$ cat config.mk
export PLATFORM = sky130hd
export DESIGN_NAME = dma_channel_address_size_regs
export DESIGN_NICKNAME = d
export VERILOG_FILES = /design/src/rtl/dma_chan_pkg.sv /design/src/rtl/dma_channel_address_size_regs.sv
export SDC_FILE = /design/constraint.sdc
export NUM_CORES = 1
export LEC_CHECK = 0
export ABC_AREA = 1
export BUFFER_PORTS_ARGS = -buffer_cell sky130_fd_sc_hd__buf_4
export CORE_MARGIN = 2
export CORE_UTILIZATION = 33
export CTS_BUF_LIST = sky130_fd_sc_hd__clkbuf_4
export DETAILED_ROUTE_END_ITERATION = 16
export GPL_TIMING_DRIVEN = 0
export SETUP_SLACK_MARGIN = 0.3
export SYNTH_ARGS = -nofsm -noshare
export SYNTH_HDL_FRONTEND = slang
export SYNTH_SLANG_ARGS = --single-unit
$ cat constraint.sdc
create_clock -name clk -period 6.3 [get_ports clk]
set_input_delay 1.89 -clock clk [delete_from_list [all_inputs] [get_ports clk]]
set_output_delay 1.89 -clock clk [all_outputs]
set_load 0.01 [all_outputs]
$ cat src/rtl/dma_chan_pkg.sv
package dma_chan_pkg;

	// ----------------------------------------------------------------
	// register offsets (byte addresses, one aligned word each)
	// ----------------------------------------------------------------
	localparam logic [7:0] OFS_DEST_START_ADDR = 8'h00;
	localparam logic [7:0] OFS_SRC_SIZE        = 8'h04;
	localparam logic [7:0] OFS_DEST_SIZE       = 8'h08;
	localparam logic [7:0] OFS_SRC_POINTER     = 8'h0c;
	localparam logic [7:0] OFS_DEST_POINTER    = 8'h10;
	localparam logic [7:0] OFS_CONTROL         = 8'h14;
	localparam logic [7:0] OFS_IRQ_STATUS      = 8'h18;
	localparam logic [7:0] OFS_IRQ_CLEAR       = 8'h1c;
	localparam logic [7:0] OFS_IRQ_ENABLE      = 8'h20;

	// ----------------------------------------------------------------
	// widths and field positions
	// ----------------------------------------------------------------
	localparam int ADDR_W  = 8;
	localparam int DATA_W  = 32;
	localparam int SIZE_W  = 16;
	localparam int FLAG_N  = 5;

	localparam int CTRL_PATTERN_MODE_BIT = 0;

	localparam int FLAG_SRC_DONE       = 4;
	localparam int FLAG_SRC_HALF_EMPTY = 3;
	localparam int FLAG_DEST_DONE      = 2;
	localparam int FLAG_DEST_HALF_FULL = 1;
	localparam int FLAG_BLOCK_COMPLETE = 0;

	// ----------------------------------------------------------------
	// values after reset
	// ----------------------------------------------------------------
	localparam logic [31:0] RST_DEST_START_ADDR = 32'h0000_0000;
	localparam logic [15:0] RST_SIZE            = 16'h0000;
	localparam logic [15:0] RST_POINTER         = 16'h0000;
	localparam logic [4:0]  RST_FLAGS           = 5'h00;
	localparam logic [31:0] RST_RDATA           = 32'h0000_0000;

	// ----------------------------------------------------------------
	// encodings
	// ----------------------------------------------------------------
	// a stored size of zero stands for this many bytes
	localparam logic [16:0] SIZE_ZERO_MEANS = 17'h1_0000;

	typedef enum logic [1:0] {
		SIDE_SRC,
		SIDE_DEST
	} side_t;

endpackage : dma_chan_pkg

$ cat src/rtl/dma_channel_address_size_regs.sv
// Operation
// the destination start address is a 32-bit read/write register cleared to zero at reset.
// software must load the start address with a physical bus address, used untranslated.
// the source size counts bytes, with zero meaning 65,536 bytes.
// the destination size counts bytes, with zero meaning 65,536 bytes.
// bits 31 to 16 of both size registers and the source pointer read as zero and ignore writes.
// the source pointer is a read-only 16-bit index of the current source byte, zero after reset.
// in pattern-detect mode a pattern match clears the source pointer to zero.
// source done is raised when the pointer reaches the source size, source half empty at half of it.
// destination done is raised when its pointer reaches the destination size, half full at half of it.
// block complete is raised once the larger of the two sizes has moved, or on a pattern match; the code raises it on a match only in pattern-detect mode.
// the source pointer steps by one per source byte and wraps to zero after the last byte.
//
// The placing of the registers and the plain strobed port were decided locally.
module dma_channel_address_size_regs (
	// clock and reset
	input  wire logic        clk,
	input  wire logic        rst,
	// register port
	input  wire logic [7:0]  reg_addr,
	input  wire logic [31:0] reg_wdata,
	input  wire logic        reg_write,
	input  wire logic        reg_read,
	output logic      [31:0] reg_rdata,
	// byte mover events
	input  wire logic        src_byte_moved,
	input  wire logic        dest_byte_moved,
	input  wire logic        pattern_match,
	// channel configuration to the byte mover
	output logic      [31:0] dest_start_addr,
	output logic      [15:0] src_byte_count,
	output logic      [15:0] dest_byte_count,
	output logic      [15:0] src_byte_index,
	output logic      [15:0] dest_byte_index,
	output logic             pattern_mode,
	// interrupt
	output logic             irq
);

	// ----------------------------------------------------------------
	// decoding helpers
	// ----------------------------------------------------------------
	function automatic logic [16:0] bytes_of(input logic [15:0] size);
		if (size == 16'h0000) begin
			bytes_of = dma_chan_pkg::SIZE_ZERO_MEANS;
		end else begin
			bytes_of = {1'b0, size};
		end
	endfunction : bytes_of

	function automatic logic hit(input logic [7:0] addr, input logic [7:0] ofs);
		hit = (addr == ofs);
	endfunction : hit

	// ----------------------------------------------------------------
	// internal state
	// ----------------------------------------------------------------
	logic [4:0]  flags;
	logic [4:0]  flag_enable;
	logic [4:0]  flag_set;
	logic [4:0]  flag_clear;
	logic [16:0] src_total;
	logic [16:0] dest_total;
	logic [16:0] src_moved_after;
	logic [16:0] dest_moved_after;
	logic        src_end;
	logic        src_half;
	logic        dest_end;
	logic        dest_half;
	logic        match_event;
	logic        block_end;
	logic [31:0] next_rdata;

	// ----------------------------------------------------------------
	// progress comparisons
	// ----------------------------------------------------------------
	assign src_total        = bytes_of(src_byte_count);
	assign dest_total       = bytes_of(dest_byte_count);
	assign src_moved_after  = {1'b0, src_byte_index} + 17'h0_0001;
	assign dest_moved_after = {1'b0, dest_byte_index} + 17'h0_0001;
	assign match_event      = pattern_mode & pattern_match;

	// a size of one has no midpoint byte, so half never fires for it
	assign src_end   = src_byte_moved & (src_moved_after == src_total);
	assign src_half  = src_byte_moved & (src_moved_after == (src_total >> 1));
	assign dest_end  = dest_byte_moved & (dest_moved_after == dest_total);
	assign dest_half = dest_byte_moved & (dest_moved_after == (dest_total >> 1));

	// the longer side finishing ends the block; on equal sizes the source decides
	always_comb begin
		if (src_total >= dest_total) begin
			block_end = src_end;
		end else begin
			block_end = dest_end;
		end
	end

	// ----------------------------------------------------------------
	// configuration registers
	// ----------------------------------------------------------------
	always_ff @(posedge clk) begin
		if (rst) begin
			dest_start_addr <= dma_chan_pkg::RST_DEST_START_ADDR;
		end else if (reg_write && hit(reg_addr, dma_chan_pkg::OFS_DEST_START_ADDR)) begin
			dest_start_addr <= reg_wdata;
		end
	end

	always_ff @(posedge clk) begin
		if (rst) begin
			src_byte_count <= dma_chan_pkg::RST_SIZE;
		end else if (reg_write && hit(reg_addr, dma_chan_pkg::OFS_SRC_SIZE)) begin
			src_byte_count <= reg_wdata[15:0];
		end
	end

	always_ff @(posedge clk) begin
		if (rst) begin
			dest_byte_count <= dma_chan_pkg::RST_SIZE;
		end else if (reg_write && hit(reg_addr, dma_chan_pkg::OFS_DEST_SIZE)) begin
			dest_byte_count <= reg_wdata[15:0];
		end
	end

	always_ff @(posedge clk) begin
		if (rst) begin
			pattern_mode <= 1'b0;
		end else if (reg_write && hit(reg_addr, dma_chan_pkg::OFS_CONTROL)) begin
			pattern_mode <= reg_wdata[dma_chan_pkg::CTRL_PATTERN_MODE_BIT];
		end
	end

	always_ff @(posedge clk) begin
		if (rst) begin
			flag_enable <= dma_chan_pkg::RST_FLAGS;
		end else if (reg_write && hit(reg_addr, dma_chan_pkg::OFS_IRQ_ENABLE)) begin
			flag_enable <= reg_wdata[4:0];
		end
	end

	// ----------------------------------------------------------------
	// source pointer
	// ----------------------------------------------------------------
	always_ff @(posedge clk) begin
		if (rst) begin
			src_byte_index <= dma_chan_pkg::RST_POINTER;
		end else if (match_event) begin
			src_byte_index <= dma_chan_pkg::RST_POINTER;
		end else if (src_end) begin
			src_byte_index <= dma_chan_pkg::RST_POINTER;
		end else if (src_byte_moved) begin
			src_byte_index <= src_byte_index + 16'h0001;
		end
	end

	// ----------------------------------------------------------------
	// destination pointer
	// ----------------------------------------------------------------
	always_ff @(posedge clk) begin
		if (rst) begin
			dest_byte_index <= dma_chan_pkg::RST_POINTER;
		end else if (dest_end) begin
			dest_byte_index <= dma_chan_pkg::RST_POINTER;
		end else if (dest_byte_moved) begin
			dest_byte_index <= dest_byte_index + 16'h0001;
		end
	end

	// ----------------------------------------------------------------
	// sticky event flags
	// ----------------------------------------------------------------
	always_comb begin
		flag_set = 5'h00;
		flag_set[dma_chan_pkg::FLAG_SRC_DONE]       = src_end;
		flag_set[dma_chan_pkg::FLAG_SRC_HALF_EMPTY] = src_half;
		flag_set[dma_chan_pkg::FLAG_DEST_DONE]      = dest_end;
		flag_set[dma_chan_pkg::FLAG_DEST_HALF_FULL] = dest_half;
		flag_set[dma_chan_pkg::FLAG_BLOCK_COMPLETE] = block_end | match_event;
	end

	always_comb begin
		if (reg_write && hit(reg_addr, dma_chan_pkg::OFS_IRQ_CLEAR)) begin
			flag_clear = reg_wdata[4:0];
		end else begin
			flag_clear = 5'h00;
		end
	end

	// a set in the same cycle as its clear wins
	always_ff @(posedge clk) begin
		if (rst) begin
			flags <= dma_chan_pkg::RST_FLAGS;
		end else begin
			for (int i = 0; i < dma_chan_pkg::FLAG_N; i++) begin
				flags[i] <= flag_set[i] | (flags[i] & ~flag_clear[i]);
			end
		end
	end

	always_ff @(posedge clk) begin
		if (rst) begin
			irq <= 1'b0;
		end else begin
			irq <= |(flags & flag_enable);
		end
	end

	// ----------------------------------------------------------------
	// read path
	// ----------------------------------------------------------------
	always_comb begin
		next_rdata = dma_chan_pkg::RST_RDATA;
		if (reg_read) begin
			case (reg_addr)
				dma_chan_pkg::OFS_DEST_START_ADDR: begin
					next_rdata = dest_start_addr;
				end
				dma_chan_pkg::OFS_SRC_SIZE: begin
					next_rdata = {16'h0000, src_byte_count};
				end
				dma_chan_pkg::OFS_DEST_SIZE: begin
					next_rdata = {16'h0000, dest_byte_count};
				end
				dma_chan_pkg::OFS_SRC_POINTER: begin
					next_rdata = {16'h0000, src_byte_index};
				end
				dma_chan_pkg::OFS_DEST_POINTER: begin
					next_rdata = {16'h0000, dest_byte_index};
				end
				dma_chan_pkg::OFS_CONTROL: begin
					next_rdata = {31'h0000_0000, pattern_mode};
				end
				dma_chan_pkg::OFS_IRQ_STATUS: begin
					next_rdata = {27'h000_0000, flags};
				end
				dma_chan_pkg::OFS_IRQ_ENABLE: begin
					next_rdata = {27'h000_0000, flag_enable};
				end
				default: begin
					next_rdata = dma_chan_pkg::RST_RDATA;
				end
			endcase
		end
	end

	// read data stand only in the cycle after the strobe
	always_ff @(posedge clk) begin
		if (rst) begin
			reg_rdata <= dma_chan_pkg::RST_RDATA;
		end else begin
			reg_rdata <= next_rdata;
		end
	end

endmodule : dma_channel_address_size_regs

-- Yosys cells after proc, flatten, opt, wreduce, memory -nomap -nowiden
Index checks and enable logic that the tools add are counted.
- bits of input ports: 47
- output and inout port bits: 130
- flip-flop bits (word level): 140
- bitwise logic cells: 23
- add/subtract/negate cells: 4
- $lt $le $gt $ge: 1
- reductions and logical operators: 13
- multiplexer cells: 5
- eq/ne operators: 12
- operators with widths (cell ; number):
    32-bit one-hot mux with 8 select lines ; 1
    16-bit by 1-bit adder with 17-bit output (second input constant) ; 2
    17-bit by 16-bit == test with 1-bit output ; 2
    17-bit == test ; 2
    17-bit 2-to-1 mux ; 2
    16-bit by 1-bit adder with 16-bit output (second input constant) ; 2
    8-bit by 5-bit == test with 1-bit output (second input constant) ; 4
    16-bit logical NOT ; 2
    17-bit greater-or-equal comparator ; 1
    8-bit by 4-bit == test with 1-bit output (second input constant) ; 2
    1-bit bitwise AND ; 10
    8-bit by 3-bit == test with 1-bit output (second input constant) ; 1
    8-bit by 6-bit == test with 1-bit output (second input constant) ; 1
    8-bit logical NOT ; 1
    1-bit logical AND ; 6
    1-bit inverter ; 6
    1-bit bitwise OR ; 6
    5-bit bitwise AND ; 1
    5-bit 2-to-1 mux ; 1
    5-bit OR reduction ; 1
    2-bit OR reduction ; 2
    3-bit OR reduction ; 1
    1-bit 2-to-1 mux ; 1

-- Longest topological paths before layout
- depth in word-level cells: 7
- gate-level depth with buffers: 16
- gate-level depth less buffers: 16

-- Worst setup path after synthesis
No wires, ideal clock.
- path kind: input -> register
- start: input port reg_addr[7]
- end: register dest_start_addr[27]
- stages on the path: 9
- setup time: 0.128 ns
- arrival: 3.176 ns
- path slack: 2.996 ns
- path buffers: 1
- cells stage by stage: nor2_1 > nand2_1 > nor2_2 > nand2_1 > nor2_2 > inv_2 > buf_2 > o21ai_0 > a21oi_1
- word-level cells in the longest chain between the ends: 2
- RTL lines (item ; line ; RTL):
    start: declaration ; dma_channel_address_size_regs.sv:20 ; input wire logic [7:0] reg_addr,
    8-bit logical NOT ; dma_channel_address_size_regs.sv:52 ; hit = (addr == ofs);
    1-bit logical AND ; dma_channel_address_size_regs.sv:104 ; end else if (reg_write && hit(reg_addr, dma_chan_pkg::OFS_DEST_START_ADDR)) begin
    end signal: assignment ; dma_channel_address_size_regs.sv:103 ; dest_start_addr <= dma_chan_pkg::RST_DEST_START_ADDR;
    end signal: assignment ; dma_channel_address_size_regs.sv:105 ; dest_start_addr <= reg_wdata;
    end: declaration ; dma_channel_address_size_regs.sv:30 ; output logic [31:0] dest_start_addr,
Every way passes these cells.
A chain may end at the register's enable or synchronous reset.

-- Worst setup path in the final report
- start: input port reg_addr[7]
- end: register dest_start_addr[29]
Same word-level chain as after synthesis.

==> results.py <==
metrics = {
    "clock_tree": {
        "numCtsBuffers": 17,
        "clockBufferDepth": 2,
        "worstSkewPairLatency_ns": 0.57,
        "post_cts_resize_count": 0,
        "ctsRootBufferMaster": "clkbuf_4",
        "cts_max_level": 4,
        "ctsHoldBuffers": 0,
        "cts.clk_slew.worst_paths_ns": 0.14,
        "cts_tree": "yes",
        "cts.sinks": 140,
        "cts_setup_buffers": 0,
    },
    "floorplanning": {
        "fp.dieW_um": 157,
        "rows": 55,
        "core_um2": 22800,
        "initial_core_util": 0.338,
        "die_area_um2": 24600,
        "ios": 177,
        "fp.dieH_um": 157,
    },
    "sta": {
        "skew_ns": 0.0303,
        "whs_ns": 0.475,
        "tns_ns": 0,
        "layout_worst_path_cycle_share": 0.580,
        "final-max-slew-violation-count": 0,
        "rsz0062_at_grt": "no",
        "max_freq_mhz": 273,
        "slew_headroom": 0.0987,
        "worst_pin_slew_ns": 1.34,
        "setup_viol": 0,
        "hold_viol": 0,
        "period_minus_slack_ns": 3.66,
    },
    "logic_synthesis": {
        "synth_area_leaders": "dfxtp_1, nand2_1, nor2_1",
        "synthCells": 1179,
        "synth_edf_count": 0,
        "syn-num-nets": 1245,
        "synth_top_area_frac": 0.364,
        "ys_types": 36,
        "synth.most_common_cell": "nand2_1",
        "synth_top_cells_by_count": "nand2_1, nor2_1, dfxtp_1, inv_1, o21ai_0",
        "ys_warn_count": 0,
        "syn_area_um2": 7700,
        "synth_area_leader_cell": "dfxtp_1",
        "yosysSeqAreaShare": 0.364,
        "async_reset_ff_frac": 0,
        "ys_seq_elements": 140,
        "avgSynthCellArea_um2": 6.53,
        "synthFlopType": "dfxtp_1",
    },
    "worst_setup_path": {
        "path_class": "in -> reg",
        "worst-path-max-fanout": 10,
        "start_kind": "input pin",
        "crit_path_end_kind": "register",
        "crit_required_ns": 6.77,
        "critPathArrivalTime_ns": 4.12,
    },
    "placed_design": {
        "hpwl_um": 23500,
        "io_buffers": 175,
        "placedCellCount": 1667,
        "place_congestion": 0.924,
    },
    "power": {
        "powerDensity_nw_per_um2": 186,
        "p_switching_uw": 536,
        "p_leak_uw": 0.00433,
        "p_sw_frac": 0.296,
        "peakVddDrop_uv": 81.2,
        "pwr-share-comb": 0.123,
        "seqPwrFrac": 0.512,
        "total_power_uw": 1810,
        "clock_power_share": 0.365,
        "internal-power_uw": 1270,
    },
    "route": {
        "wl_um": 29400,
        "wire_per_inst_um": 17.3,
        "drt_iter0_markers": 647,
        "routed-via-count": 8696,
        "ant_nets": 0,
        "first_pass_iters": 6,
        "viasPerCell": 5.11,
        "drc_errors": 0,
    },
    "global_routing": {
        "overflow": 0,
        "grt_max_degree": 17,
        "grt_pass1_wl_um": 44700,
        "grt_use_total": 0.239,
        "grt_pass1_vias": 8027,
        "antenna_found_initial": 1,
    },
    "cells_and_area": {
        "nets": 1439,
        "area_delta_synth_final_pct": 26.3,
        "stdcell_count": 1701,
        "nFillCells": 2463,
        "multi_input_area_um2": 4210,
        "drive_gt1_frac": 0.180,
        "regArea_um2": 2800,
        "post-route-util": 0.427,
    },
    "hold_path": {
        "worstHoldPathType": "reg -> reg",
    },
    "run_status": {
        "status": "finished clean",
    },
    "flow_run": {
        "cap_violations": 0,
    },
}
[registers in the layout, indices dropped and copies added (netlist names)]
register	cells
dest_start_addr	32
reg_rdata	32
dest_byte_count	16
dest_byte_index	16
src_byte_count	16
src_byte_index	16
flag_enable	5
flags	5
irq	1
pattern_mode	1
[per-stage QoR]
step | setup slack (ns) | area [um^2]
final | 2.64 | 9730
after global routing | 2.39 | 9730
after CTS | 2.69 | 9720
after detailed placement | 2.05 | 9410
after global placement | 2.07 | 9410
after floorplan | 3.00 | 7700
[final cells by class]
type | instances | area share
Buffer | 50 | 0.0229
Clock inverter | 14 | 0.0183
Clock buffer | 18 | 0.0139
Antenna cell | 2 | 0.000515
Sequential cell | 140 | 0.288
Multi-Input combinational cell | 865 | 0.433
Tap cell | 313 | 0.0403
Inverter | 124 | 0.0479
Timing Repair Buffer | 175 | 0.135
[layer usage]
layer  track usage  part of all wire  vias up
met4        0.0765             0.022        0
met2         0.383              0.45      333
met1         0.317              0.45     4058
met3        0.0548             0.078       33
met5             0                 0        -
li1              -                 -     4272
[worst max-delay path: stages]
cell and delay, ns:
buf_4 0.11, nor2_1 0.20, nand2_1 0.14, nor2_2 0.19, nand2_1 0.30, nor2_2 0.48, inv_2 0.17, buf_2 0.26
o21ai_0 0.30, a21oi_1 0.07
[kinds of logic (layout without fill, tap and decap cells)]
family          count (synthesis)  in the layout  synth area share
compound gates                254            254             0.180
flops                         140            140             0.364
fa+ha+maj                      19             19            0.0309
simple gates                  573            573             0.314
other cells                     0              2                 0
xor+xnor                       19             19            0.0216
buf+inv                       174            381            0.0893
[cells in the final DEF, fill, tap and decap left out, types with 27 or more instances in the layout]
master / netlist / routed
buf_4: 0 / 175
inv_1: 119 / 119
nand3_1: 63 / 63
clkbuf_1: 42 / 42
o21ai_0: 119 / 119
o22ai_1: 27 / 27
a21oi_1: 79 / 79
nor2_1: 171 / 171
nand2_1: 267 / 267
dfxtp_1: 140 / 140
[power by group through the flow]
stage	clock, uW	sequential, uW	combinational, uW
2_1_floorplan	0	943	122
3_3_place_gp	0	946	219
3_5_place_dp	0	946	221
4_1_cts	671	926	222
5_1_grt	711	929	248
6_report	660	926	223
[worst paths after layout]
path / from / to / slack (ns) / depth (start not counted)
max: reg_addr[7] / dest_start_addr[29] / 2.64 / 10
min: dest_start_addr[19] / reg_rdata[19] / 0.48 / 2
max reg2reg: dest_byte_index[0] / dest_byte_index[13] / 3.72 / 15
min reg2reg: dest_start_addr[19] / reg_rdata[19] / 0.48 / 2
(Power assumes the default switching activity.)
